File: config.mk
export PLATFORM = sky130hd
export DESIGN_NAME = nalu_top
export DESIGN_NICKNAME = d
export VERILOG_FILES = /design/src/hw/nalu_pkg.sv /design/src/hw/nalu_top.sv /design/src/hw/nalu_adder.sv /design/src/hw/nalu_addr.sv
export SDC_FILE = /design/constraint.sdc
export NUM_CORES = 1
export LEC_CHECK = 0
export ABC_AREA = 1
export BUFFER_PORTS_ARGS = -buffer_cell sky130_fd_sc_hd__buf_4
export CORE_MARGIN = 2
export CORE_UTILIZATION = 49
export DETAILED_ROUTE_END_ITERATION = 10
export PLACE_DENSITY_LB_ADDON = 0.12
export SYNTH_ARGS = -nofsm -noshare
export SYNTH_HDL_FRONTEND = slang
export SYNTH_SLANG_ARGS = --single-unit
File: constraint.sdc
create_clock -name clk_sys -period 7.9 [get_ports clk_sys]
set_input_delay 1.185 -clock clk_sys [delete_from_list [all_inputs] [get_ports clk_sys]]
set_output_delay 1.185 -clock clk_sys [all_outputs]
set_load 0.05 [all_outputs]
File: src/hw/nalu_pkg.sv
// shared constants and types of the nibble alu
package nalu_pkg;
    localparam int NIB_W   = 4;
    localparam int BANK_W  = 4;
    localparam int ROW_W   = 3;
    localparam int COL_W   = 4;
    localparam int PTR_W   = BANK_W + ROW_W;
    localparam int ADDR_W  = PTR_W + COL_W;
    localparam int RADDR_W = 4;
    localparam int RDATA_W = 16;

    // register offsets of the plain software port
    localparam logic [3:0] REG_STATUS  = 4'h0;
    localparam logic [3:0] REG_WORKPTR = 4'h1;
    localparam logic [3:0] REG_BANK    = 4'h2;
    localparam logic [3:0] REG_INDEX   = 4'h3;
    localparam logic [3:0] REG_ROWPTR  = 4'h4;

    // status register bit positions
    localparam int ST_INDEX_EN = 0;
    localparam int ST_ZERO     = 1;
    localparam int ST_CARRY    = 2;
    localparam int ST_COMPARE  = 3;
    localparam int ST_DECIMAL  = 4;
    localparam int ST_ROWP_EN  = 5;

    // reset values
    localparam logic [5:0]        RST_STATUS  = 6'h00;
    localparam logic [PTR_W-1:0]  RST_WORKPTR = 7'h00;
    localparam logic [BANK_W-1:0] RST_BANK    = 4'h0;
    localparam logic [ADDR_W-1:0] RST_INDEX   = 11'h000;
    localparam logic [PTR_W-1:0]  RST_ROWPTR  = 7'h00;

    // decimal correction constants
    localparam logic [4:0] DEC_LIMIT  = 5'h09;
    localparam logic [4:0] DEC_ADJUST = 5'h06;

    typedef enum logic [4:0] {
        OP_ADD, OP_SUM_CIN, OP_SUB, OP_DIFF_BIN,
        OP_AND, OP_OR, OP_XOR,
        OP_LOAD_WORK, OP_WRITE_BACK, OP_MOVE_IMM,
        OP_IND_FROM_MEM, OP_IND_TO_MEM,
        OP_ROTATE_CARRY,
        OP_SKIP_TRUE, OP_SKIP_FALSE, OP_SKIP_EQ, OP_SKIP_NE, OP_SKIP_GE, OP_SKIP_LT
    } nalu_op_t;

    typedef enum logic [2:0] {
        S_IDLE, S_ISSUE_A, S_WAIT_A, S_TAKE_A, S_ISSUE_B, S_WAIT_B, S_TAKE_B, S_EXEC
    } nalu_state_t;
endpackage

File: src/hw/nalu_top.sv
// nibble alu with work register addressing and status flags
`timescale 1ns/1ps
module nalu_top
    import nalu_pkg::*;
#(
    parameter int NIBBLE_BITS = NIB_W
)(
    // clock and reset
    input  wire logic                        clk_sys,
    input  wire logic                        reset,
    // instruction request
    input  wire logic                        start,
    input  nalu_pkg::nalu_op_t               opCode,
    input  wire logic                        immForm,
    input  wire logic [nalu_pkg::COL_W-1:0]  regColumn,
    input  wire logic [nalu_pkg::ROW_W+nalu_pkg::COL_W-1:0] memOperand,
    input  wire logic [nalu_pkg::NIB_W-1:0]  immData,
    output logic                             busy,
    output logic                             done,
    output logic                             skipNext,
    // data memory
    output logic [nalu_pkg::ADDR_W-1:0]      memAddr,
    output logic                             memRd,
    input  wire logic [nalu_pkg::NIB_W-1:0]  memRdData,
    output logic                             memWr,
    output logic [nalu_pkg::NIB_W-1:0]       memWrData,
    // software register port
    input  wire logic [nalu_pkg::RADDR_W-1:0] regAddr,
    input  wire logic [nalu_pkg::RDATA_W-1:0] regWrData,
    input  wire logic                        regWr,
    input  wire logic                        regRd,
    output logic [nalu_pkg::RDATA_W-1:0]     regRdData
);
    import nalu_pkg::*;

    if (NIBBLE_BITS != NIB_W) begin : g_width_check
        $error("nalu_top serves only four-bit nibbles");
    end

    nalu_state_t state_reg;
    nalu_state_t state_next;
    nalu_op_t    op_reg;
    logic              immForm_reg;
    logic [COL_W-1:0]  regColumn_reg;
    logic [ROW_W+COL_W-1:0] memOperand_reg;
    logic [NIB_W-1:0]  tmpA_reg;
    logic [NIB_W-1:0]  tmpB_reg;

    logic              ixeFlag_reg, zeroFlag_reg, carryFlag_reg;
    logic              cmpFlag_reg, bcdFlag_reg, mpeFlag_reg;
    logic [PTR_W-1:0]  workPtr_reg;
    logic [BANK_W-1:0] bank_reg;
    logic [ADDR_W-1:0] index_reg;
    logic [PTR_W-1:0]  rowPtr_reg;

    logic [ADDR_W-1:0] workAddr, dataAddr, indAddr;
    logic [ADDR_W-1:0] addrA, addrB, addrW;
    logic [NIB_W-1:0]  sumOut;
    logic              carryOut;
    logic              isArith, isSub, useCarry, needB, doWrite, skipHit;
    logic [NIB_W-1:0]  result;

    nalu_addr u_addr (
        .workPtr      (workPtr_reg),
        .bankSel      (bank_reg),
        .indexValue   (index_reg),
        .indexEnable  (ixeFlag_reg),
        .rowPointer   (rowPtr_reg),
        .rowPtrEnable (mpeFlag_reg),
        .regColumn    (regColumn_reg),
        .memOperand   (memOperand_reg),
        .indColumn    (tmpA_reg),
        .workAddr     (workAddr),
        .dataAddr     (dataAddr),
        .indAddr      (indAddr)
    );

    nalu_adder u_adder (
        .opA      (tmpA_reg),
        .opB      (tmpB_reg),
        .carryIn  (useCarry & carryFlag_reg),
        .subtract (isSub),
        .decimal  (bcdFlag_reg),
        .sumOut   (sumOut),
        .carryOut (carryOut)
    );

    assign busy = (state_reg != S_IDLE);

    // operation decode
    always_comb begin
        isArith  = 1'b0;
        isSub    = 1'b0;
        useCarry = 1'b0;
        unique case (op_reg)
            OP_ADD:      isArith = 1'b1;
            OP_SUM_CIN:  begin isArith = 1'b1; useCarry = 1'b1; end
            OP_SUB:      begin isArith = 1'b1; isSub = 1'b1; end
            OP_DIFF_BIN: begin isArith = 1'b1; isSub = 1'b1; useCarry = 1'b1; end
            default:     isArith = 1'b0;
        endcase
    end

    // first operand is the work register unless the form is immediate or a test; rotate always takes the work register
    always_comb begin
        addrA = workAddr;
        needB = 1'b1;
        unique case (op_reg)
            OP_SKIP_TRUE, OP_SKIP_FALSE, OP_SKIP_EQ, OP_SKIP_NE,
            OP_SKIP_GE, OP_SKIP_LT, OP_MOVE_IMM: begin
                addrA = dataAddr;
                needB = 1'b0;
            end
            OP_ROTATE_CARRY: needB = 1'b0;
            default: begin
                if (immForm_reg) begin
                    addrA = dataAddr;
                    needB = 1'b0;
                end
            end
        endcase
        addrB = (op_reg == OP_IND_TO_MEM) ? indAddr : dataAddr;
    end

    // result, destination and skip decision
    always_comb begin
        result  = tmpA_reg;
        addrW   = immForm_reg ? dataAddr : workAddr;
        doWrite = 1'b1;
        skipHit = 1'b0;
        unique case (op_reg)
            OP_ADD, OP_SUM_CIN, OP_SUB, OP_DIFF_BIN: begin
                result  = sumOut;
                doWrite = ~cmpFlag_reg;
            end
            OP_AND:          result = tmpA_reg & tmpB_reg;
            OP_OR:           result = tmpA_reg | tmpB_reg;
            OP_XOR:          result = tmpA_reg ^ tmpB_reg;
            OP_LOAD_WORK:    begin result = tmpB_reg; addrW = workAddr; end
            OP_WRITE_BACK:   begin result = tmpA_reg; addrW = dataAddr; end
            OP_MOVE_IMM:     begin result = tmpB_reg; addrW = dataAddr; end
            OP_IND_FROM_MEM: begin result = tmpB_reg; addrW = indAddr; end
            OP_IND_TO_MEM:   begin result = tmpB_reg; addrW = dataAddr; end
            OP_ROTATE_CARRY: begin
                result = {carryFlag_reg, tmpA_reg[NIB_W-1:1]};
                addrW  = workAddr;
            end
            OP_SKIP_TRUE:  begin doWrite = 1'b0; skipHit = (tmpA_reg & tmpB_reg) == tmpB_reg; end
            OP_SKIP_FALSE: begin doWrite = 1'b0; skipHit = (tmpA_reg & tmpB_reg) == '0; end
            OP_SKIP_EQ:    begin doWrite = 1'b0; skipHit = tmpA_reg == tmpB_reg; end
            OP_SKIP_NE:    begin doWrite = 1'b0; skipHit = tmpA_reg != tmpB_reg; end
            OP_SKIP_GE:    begin doWrite = 1'b0; skipHit = tmpA_reg >= tmpB_reg; end
            OP_SKIP_LT:    begin doWrite = 1'b0; skipHit = tmpA_reg < tmpB_reg; end
            default:       doWrite = 1'b0;
        endcase
    end

    // sequencer: fixed read latency of one cycle after the strobe is seen
    always_comb begin
        state_next = state_reg;
        unique case (state_reg)
            S_IDLE:    if (start) state_next = S_ISSUE_A;
            S_ISSUE_A: state_next = S_WAIT_A;
            S_WAIT_A:  state_next = S_TAKE_A;
            S_TAKE_A:  state_next = needB ? S_ISSUE_B : S_EXEC;
            S_ISSUE_B: state_next = S_WAIT_B;
            S_WAIT_B:  state_next = S_TAKE_B;
            S_TAKE_B:  state_next = S_EXEC;
            S_EXEC:    state_next = S_IDLE;
        endcase
    end

    always_ff @(posedge clk_sys) begin
        if (reset) begin
            state_reg <= S_IDLE;
        end else begin
            state_reg <= state_next;
        end
    end

    // request capture and hidden holding registers
    always_ff @(posedge clk_sys) begin
        if (reset) begin
            op_reg         <= OP_ADD;
            immForm_reg    <= 1'b0;
            regColumn_reg  <= '0;
            memOperand_reg <= '0;
            tmpA_reg       <= '0;
            tmpB_reg       <= '0;
        end else if (state_reg == S_IDLE && start) begin
            op_reg         <= opCode;
            immForm_reg    <= immForm;
            regColumn_reg  <= regColumn;
            memOperand_reg <= memOperand;
            tmpB_reg       <= immData;
        end else if (state_reg == S_TAKE_A) begin
            tmpA_reg <= memRdData;
        end else if (state_reg == S_TAKE_B) begin
            tmpB_reg <= memRdData;
        end
    end

    // memory strobes and data come from flops
    always_ff @(posedge clk_sys) begin
        if (reset) begin
            memAddr   <= '0;
            memRd     <= 1'b0;
            memWr     <= 1'b0;
            memWrData <= '0;
        end else begin
            memRd <= 1'b0;
            memWr <= 1'b0;
            if (state_reg == S_ISSUE_A) begin
                memAddr <= addrA;
                memRd   <= 1'b1;
            end else if (state_reg == S_ISSUE_B) begin
                memAddr <= addrB;
                memRd   <= 1'b1;
            end else if (state_reg == S_EXEC && doWrite) begin
                memAddr   <= addrW;
                memWr     <= 1'b1;
                memWrData <= result;
            end
        end
    end

    always_ff @(posedge clk_sys) begin
        if (reset) begin
            done     <= 1'b0;
            skipNext <= 1'b0;
        end else begin
            done     <= (state_reg == S_EXEC);
            skipNext <= (state_reg == S_EXEC) && skipHit;
        end
    end

    // flags: an instruction's own update wins over a software write
    always_ff @(posedge clk_sys) begin
        if (reset) begin
            ixeFlag_reg   <= RST_STATUS[ST_INDEX_EN];
            zeroFlag_reg  <= RST_STATUS[ST_ZERO];
            carryFlag_reg <= RST_STATUS[ST_CARRY];
            cmpFlag_reg   <= RST_STATUS[ST_COMPARE];
            bcdFlag_reg   <= RST_STATUS[ST_DECIMAL];
            mpeFlag_reg   <= RST_STATUS[ST_ROWP_EN];
        end else if (state_reg == S_EXEC && isArith) begin
            carryFlag_reg <= carryOut;
            if (!cmpFlag_reg) begin
                zeroFlag_reg <= (sumOut == '0);
            end else if (sumOut != '0) begin
                zeroFlag_reg <= 1'b0;
            end
        end else if (state_reg == S_EXEC && op_reg == OP_ROTATE_CARRY) begin
            carryFlag_reg <= tmpA_reg[0];
        end else if (regWr && regAddr == REG_STATUS) begin
            // other instructions never reach the flags
            ixeFlag_reg   <= regWrData[ST_INDEX_EN];
            zeroFlag_reg  <= regWrData[ST_ZERO];
            carryFlag_reg <= regWrData[ST_CARRY];
            cmpFlag_reg   <= regWrData[ST_COMPARE];
            bcdFlag_reg   <= regWrData[ST_DECIMAL];
            mpeFlag_reg   <= regWrData[ST_ROWP_EN];
        end
    end

    // pointer registers; changing them mid-instruction moves later addresses
    always_ff @(posedge clk_sys) begin
        if (reset) begin
            workPtr_reg <= RST_WORKPTR;
            bank_reg    <= RST_BANK;
            index_reg   <= RST_INDEX;
            rowPtr_reg  <= RST_ROWPTR;
        end else if (regWr) begin
            unique case (regAddr)
                REG_WORKPTR: workPtr_reg <= regWrData[PTR_W-1:0];
                REG_BANK:    bank_reg    <= regWrData[BANK_W-1:0];
                REG_INDEX:   index_reg   <= regWrData[ADDR_W-1:0];
                REG_ROWPTR:  rowPtr_reg  <= regWrData[PTR_W-1:0];
                default:     ;
            endcase
        end
    end

    // read data stands only in the cycle after the strobe
    always_ff @(posedge clk_sys) begin
        if (reset) begin
            regRdData <= '0;
        end else if (regRd) begin
            unique case (regAddr)
                REG_STATUS:  regRdData <= {10'h000, mpeFlag_reg, bcdFlag_reg, cmpFlag_reg,
                                           carryFlag_reg, zeroFlag_reg, ixeFlag_reg};
                REG_WORKPTR: regRdData <= {9'h000, workPtr_reg};
                REG_BANK:    regRdData <= {12'h000, bank_reg};
                REG_INDEX:   regRdData <= {5'h00, index_reg};
                REG_ROWPTR:  regRdData <= {9'h000, rowPtr_reg};
                default:     regRdData <= '0;
            endcase
        end else begin
            regRdData <= '0;
        end
    end
endmodule

File: src/hw/nalu_adder.sv
// four-bit adder and subtractor with decimal correction
`timescale 1ns/1ps
module nalu_adder
    import nalu_pkg::*;
(
    // operands
    input  wire logic [NIB_W-1:0] opA,
    input  wire logic [NIB_W-1:0] opB,
    input  wire logic             carryIn,
    input  wire logic             subtract,
    input  wire logic             decimal,
    // result
    output logic      [NIB_W-1:0] sumOut,
    output logic                  carryOut
);
    logic [4:0] raw;
    logic [4:0] adj;

    always_comb begin
        if (subtract) begin
            raw = {1'b0, opA} - {1'b0, opB} - {4'h0, carryIn};
        end else begin
            raw = {1'b0, opA} + {1'b0, opB} + {4'h0, carryIn};
        end
        adj = raw;
        carryOut = raw[4];
        if (decimal) begin
            if (subtract && raw[4]) begin
                adj = raw - DEC_ADJUST;
            end else if (!subtract && raw > DEC_LIMIT) begin
                adj = raw + DEC_ADJUST;
                carryOut = 1'b1;
            end
        end
        sumOut = adj[NIB_W-1:0];
    end
endmodule

File: src/hw/nalu_addr.sv
// address former for work register, data memory and indirect targets
`timescale 1ns/1ps
module nalu_addr
    import nalu_pkg::*;
(
    // pointers and modifiers
    input  wire logic [PTR_W-1:0]  workPtr,
    input  wire logic [BANK_W-1:0] bankSel,
    input  wire logic [ADDR_W-1:0] indexValue,
    input  wire logic              indexEnable,
    input  wire logic [PTR_W-1:0]  rowPointer,
    input  wire logic              rowPtrEnable,
    // operands
    input  wire logic [COL_W-1:0]  regColumn,
    input  wire logic [ROW_W+COL_W-1:0] memOperand,
    input  wire logic [COL_W-1:0]  indColumn,
    // addresses
    output logic      [ADDR_W-1:0] workAddr,
    output logic      [ADDR_W-1:0] dataAddr,
    output logic      [ADDR_W-1:0] indAddr
);
    logic [ADDR_W-1:0] dataBase;
    logic [ADDR_W-1:0] indBase;
    logic [ADDR_W-1:0] indexMask;

    // work register bank and row never follow the selected data bank
    assign workAddr  = {workPtr, regColumn};
    assign indexMask = indexEnable ? indexValue : '0;
    assign dataBase  = {bankSel, memOperand};
    assign dataAddr  = dataBase | indexMask;
    // row pointer replaces bank and row only for indirect targets
    assign indBase   = rowPtrEnable ? {rowPointer, indColumn}
                                    : {bankSel, memOperand[ROW_W+COL_W-1:COL_W], indColumn};
    assign indAddr   = indBase | indexMask;
endmodule

# ---- Word level (Yosys, flattened, before mapping)
# Index checks and enable logic that the tools add are counted.
dict set report op_classes {
  magnitude_cmp 3
  n_eq_ne 36
  addsub 6
  muxes 42
  bitwise_logic 13
  n_reduce_logical 40
}
# operator n
set op_table {}
lappend op_table {{11-bit 2-to-1 mux} 7}
lappend op_table {{11-bit one-hot mux with 5 select lines} 1}
lappend op_table {{5-bit by 4-bit equality test with 1-bit output (second input constant)} 8}
lappend op_table {{11-bit one-hot mux with 3 select lines} 1}
lappend op_table {{4-bit 2-to-1 mux} 6}
lappend op_table {{3-bit one-hot mux with 8 select lines} 1}
lappend op_table {{4-bit one-hot mux with 6 select lines} 1}
lappend op_table {{11-bit OR} 2}
lappend op_table {{11-bit one-hot mux with 2 select lines} 1}
lappend op_table {{5-bit by 3-bit equality test with 1-bit output (second input constant)} 4}
lappend op_table {{1-bit 2-to-1 mux} 19}
lappend op_table {{5-bit equality test (second input constant)} 3}
lappend op_table {{3-bit equality test (second input constant)} 4}
lappend op_table {{4-bit zero test} 3}
lappend op_table {{2-bit AND reduction} 6}
lappend op_table {{5-bit by 2-bit equality test with 1-bit output (second input constant)} 2}
lappend op_table {{3-bit AND reduction} 3}
lappend op_table {{3-bit nonzero test} 3}
lappend op_table {{9-bit OR reduction} 1}
lappend op_table {{4-bit by 2-bit equality test with 1-bit output (second input constant)} 2}
lappend op_table {{4-bit equality test} 2}
lappend op_table {{1-bit logical AND} 8}
lappend op_table {{2-bit OR reduction} 4}
lappend op_table {{4-bit OR reduction} 2}
lappend op_table {{35 further kinds} 46}
dict set report word_totals {
  output_inout_bits 36
  regBits 98
  inputBits 50
  wordCells 164
}

# ---- Logic depth before layout (Yosys ltp)
dict set report depth {
  ltp_word 15
  depth_mapped 30
  mapped_depth_nobuf 30
}

# ---- Cells and area by module
# Synthesis repeated with hierarchy kept, for this count alone.
dict set report hier_totals {
  hier_cells 1040
  area_unflattened_um2 6541.3
}
# module instances cells_per_inst area_per_inst_um2 seq_area_each_um2
set modules_own_cells {}
lappend modules_own_cells {nalu_top 1 850 5481.5 1861.8}
lappend modules_own_cells {nalu_adder 1 114 696.9 0.0}
lappend modules_own_cells {nalu_addr 1 76 362.8 0.0}

# ---- Worst setup path after synthesis
# No wires, ideal clock.
dict set report synth_path {
  kind {register to register}
  start {register op_reg[3]}
  end {register zeroFlag_reg}
  setup_ps 114
  t_required_ps 7786
  t_arrival_ps 3534
  setup_slack_ps 4252
  path_stages_with_launch 27
  period_less_slack_ps 3648
  n_path_buf 0
  path_cell_list {dfxtp_1 inv_2 nand2_2 nor2_1 inv_1 nor3_1 fa_1 ha_1 nor2_1 fa_1 inv_1 nand3_1 nand2_4 inv_1 ha_1 nand2_1 nand3_2 nand2_2 nand3_1 nand3_1 nand2_2 nor2_4 nand3_2 nand2_2 nand2_1 nand2_1 nor2_2}
}
dict set report synth_between {
  elab_chain_cells 14
  elab_cells_between_ends 34
  cone_classes {add/sub (4); order compare (1); eq/ne (6); mux (9); bitwise (1); reduce/logical (13)}
}
# element line_no
set synth_rtl {}
lappend synth_rtl {{start, declared} nalu_top.sv:42} ;# nalu_op_t op_reg;
lappend synth_rtl {{start signal, assigned} nalu_top.sv:191} ;# op_reg <= opCode;
lappend synth_rtl {{5-bit by 1-bit equality test with 1-bit output or 5-bit by 2-bit equality test with 1-bit output (tied branches)} nalu_top.sv:95} ;# unique case (op_reg)
lappend synth_rtl {{2-bit OR reduction (no source line)} n/a}
lappend synth_rtl {{1-bit 2-to-1 mux} nalu_top.sv:95}
lappend synth_rtl {{1-bit bitwise AND} nalu_top.sv:81} ;# .carryIn (useCarry & carryFlag_reg),
lappend synth_rtl {{5-bit by 1-bit adder with 5-bit output or 5-bit by 1-bit subtractor with 5-bit output (tied branches)} {nalu_adder.sv:23, nalu_adder.sv:21}}
lappend synth_rtl {{5-bit 2-to-1 mux} nalu_adder.sv:20} ;# if (subtract) begin
lappend synth_rtl {{5-bit by 4-bit > comparator with 1-bit output} nalu_adder.sv:30} ;# end else if (!subtract && raw > DEC_LIMIT) begin
lappend synth_rtl {{1-bit logical AND} nalu_adder.sv:30}
lappend synth_rtl {{4-bit 2-to-1 mux} nalu_adder.sv:30}
lappend synth_rtl {{4-bit 2-to-1 mux} nalu_adder.sv:28} ;# if (subtract && raw[4]) begin
lappend synth_rtl {{4-bit 2-to-1 mux} nalu_adder.sv:27} ;# if (decimal) begin
lappend synth_rtl {{4-bit nonzero test or 4-bit zero test (tied branches)} {nalu_top.sv:250, nalu_top.sv:249}}
lappend synth_rtl {{3-bit by 2-bit inequality test with 1-bit output (no source line) or 1-bit 2-to-1 mux (tied branches)} n/a}
lappend synth_rtl {{3-bit AND reduction (no source line) or 1-bit 2-to-1 mux (tied branches)} n/a}
lappend synth_rtl {{end signal, assigned} nalu_top.sv:241} ;# zeroFlag_reg <= RST_STATUS[ST_ZERO];
lappend synth_rtl {{end signal, assigned} nalu_top.sv:249} ;# zeroFlag_reg <= (sumOut == '0);
lappend synth_rtl {{end signal, assigned} nalu_top.sv:258} ;# zeroFlag_reg <= regWrData[ST_ZERO];
lappend synth_rtl {{end, declared} nalu_top.sv:49} ;# logic ixeFlag_reg, zeroFlag_reg, carryFlag_reg;
# Parallel ways exist; a longest one is shown, timed or not.
# A chain may end at the register's enable or synchronous reset.

# ---- Worst setup path in the final report
# Ends and elaborated chain as after synthesis.

==> flow_summary_export.csv <==
group,metric,value,unit
placed_design,finalWeightedCongestion,0.905,
grt,grt_pass1_wl,30700,µm
cells_and_area,diodes,0,
cells_and_area,area_growth,16.3,%
cts,htree_levels,3,
job,drv_cap,0,
synth,synth_xor_area_frac,0.00306,
synth,async_reset_ff_frac,0,
power_and_ir_drop,power_density,212,nW/µm²
run_status,status,"complete, no violations",
timing,setup-tns-final,0,ns
synth,synth_top_area_share,0.325,
timing,rsz0062_at_grt,"false",
cells_and_area,final_core_util,0.583,
routing,wl,18500,µm
timing,skew,0.00901,ns
synth,yosys.area.top_type,"dfxtp_1",
die,fp-row-count,39,
routing,drtPass1Iterations,5,
routing,drc,0,
synth,ys_ff_latch,93,
power_and_ir_drop,combinationalPowerShare,0.291,
cells_and_area,nNetsFinal,980,
synth,synthMuxAreaShare,0,
worst_setup_path,crit_path_start_kind,"flip-flop",
synth,synth_area,5730,µm²
power_and_ir_drop,p_sw,0.502,mW
synth,synth_cell_types,40,
synth,syn_avg_cell_area,6.78,µm²
timing,period_share,0.541,
synth,synthAdderAreaFrac,0.0621,
timing,finalMaxSlewViolations,0,
power_and_ir_drop,power_frac_seq,0.376,
worst_hold_path,hold_class,"flip-flop to flip-flop",
worst_setup_path,cp.arrival,4.53,ns
synth,synth_top_family_by_area,"compound AO/OA/AOI/OAI gates",
cells_and_area,drive_above_1_share,0.150,
synth,synth_edf_count,0,
synth,synth_ff_type,"dfxtp_1",
die,ioPinCount,86,
routing,viasPerCell,5.76,
grt,grt_usage,0.303,
synth,synth_area_leaders,"dfxtp_1, a21oi_1, nand2_1",
synth,ys_warn_count,0,
cts,cts_hold_buf,0,
timing,max_slew_margin,0.321,
worst_setup_path,worstSetupPathType,"flip-flop to flip-flop",
timing,max_freq,234,MHz
synth,yosys.area_share.simple,0.229,
timing,hold_viol,0,
synth,synth_compound_gate_area_share,0.270,
cts,cts.sinks,93,
grt,grt_pass1_vias,5842,
synth,syn_inst,844,
placed_design,io_buffers,75,
synth,ys_seq_area_frac,0.325,
routing,wire_per_inst,17.6,µm
power_and_ir_drop,clkPwrFrac,0.333,
power_and_ir_drop,power_switching_share,0.356,
timing,worst_pin_slew,1.02,ns
routing,vias,6058,
die,die_h,112,µm
power_and_ir_drop,internal_power,0.910,mW
worst_setup_path,crit_required,8.15,ns
cts,cts_tree,"done",
cts,cts_setup_buffers,0,
timing,min_period,4.28,ns
cts,ctsResizeCount,0,
routing,antenna_left,0,
die,core-area,11400,µm²
die,die_x,112,µm
cts,clockBufferDepth,2,
routing,first_iter_violations,636,
cts,insertion_delay,0.35,ns
synth,yosys-top-cells-count,"nand2_1, inv_1, a21oi_1, dfxtp_1, o21ai_0",
die,die-area,12600,µm²
power_and_ir_drop,p_leak,2.84,nW
worst_setup_path,crit_path_end_kind,"flip-flop",
die,start_util,0.501,
power_and_ir_drop,peakVddDrop,0.159,mV
cts,cts_buffers,9,
timing,finalSetupViolCount,0,
synth,yosysMostFrequentCell,"nand2_1",
cts,path_clk_slew,0.07,ns
worst_setup_path,cp_max_fo,6,
grt,gr-total-overflow,0,
grt,antenna_found_initial,0,
placed_design,dp_hpwl,13800,µm
grt,grt_max_degree,46,
cts,cts-root-buf,"clkbuf_16",
[metrics by stage]
stage	setup WS (ns)	std cells	cell area [µm²]	total power [mW]	hold WS, ns
6_report	3.62	1052	6660	1.41	0.470
5_1_grt	3.32	1052	6660	1.49	0.481
4_1_cts	3.63	1052	6660	1.41	0.468
3_5_place_dp	3.67	1036	6340	0.945	0.458
3_3_place_gp	3.78	1036	6340	0.936	0.454
2_1_floorplan	4.25	848	5740	0.831	0.439
[power groups by stage]
stage	Clock, mW	Sequential, mW	Combinational, mW
after floorplan	0	0.562	0.269
after global placement	0	0.540	0.396
final	0.470	0.531	0.411
after detailed placement	0	0.541	0.404
after CTS	0.477	0.531	0.406
after global routing	0.501	0.535	0.457
[worst max-delay path: stages, from the launching register on]
cell,delay (ns)
dfxtp_1,0.37
inv_2,0.10
nand2_2,0.10
nor2_1,0.36
inv_1,0.13
nor3_1,0.31
fa_1,0.54
ha_1,0.22
nor2_1,0.14
fa_1,0.44
inv_1,0.06
nand3_1,0.12
nand2_4,0.13
inv_1,0.07
ha_1,0.19
nand2_1,0.08
nand3_2,0.08
nand2_2,0.09
nand3_1,0.10
nand3_1,0.11
nand2_2,0.08
nor2_4,0.09
nand3_2,0.07
nand2_2,0.06
nand2_1,0.05
nand2_1,0.06
nor2_2,0.03
[final timing paths]
kind                  from             to  slack [ns]  cells after the start
max              op_reg[3]   zeroFlag_reg        3.62                     26
min          index_reg[10]  regRdData[10]        0.47                      2
max reg2reg      op_reg[3]   zeroFlag_reg        3.62                     26
min reg2reg  index_reg[10]  regRdData[10]        0.47                      2
[per-layer routing]
metal  routed length [µm]  global-route usage  share of wire
met5                    0                   0              0
met1                 8600               0.450           0.46
met3                 1460              0.0389          0.079
met2                 8160               0.453           0.44
met4                  325               0.106          0.018
[cell type report]
| cell class | instances | area, µm² |
|---|---|---|
| clock buffer | 10 | 229 |
| clock inverter | 6 | 91.3 |
| fill | 1126 | 4760 |
| inverter | 121 | 459 |
| multi-input combinational | 600 | 3250 |
| sequential | 93 | 1860 |
| tap | 143 | 179 |
| timing repair buffer | 79 | 593 |
[cell families after synthesis]
| family | count (synthesis) |
|---|---|
| AO/OA/AOI/OAI | 276 |
| XOR/XNOR | 2 |
| adder cells (fa/ha/maj) | 26 |
| buffers and inverters | 155 |
| flip-flops | 93 |
| other | 1 |
| AND/OR/NAND/NOR | 291 |
[cells in the final DEF (no fill, tap or decap), types with 6 or more instances in the layout]
cell and instances:
nand2_1 121, inv_1 111, a21oi_1 107, dfxtp_1 93, o21ai_0 88, nor2_1 82, buf_4 79, nand3_1 38
o22ai_1 38, ha_1 22, nand2_2 16, a31oi_1 15, nor3_1 11, a221oi_1 9, inv_2 9, clkbuf_16 9
nor2_4 6, a211oi_1 6
No activity file was read; power rests on OpenSTA's default activity.
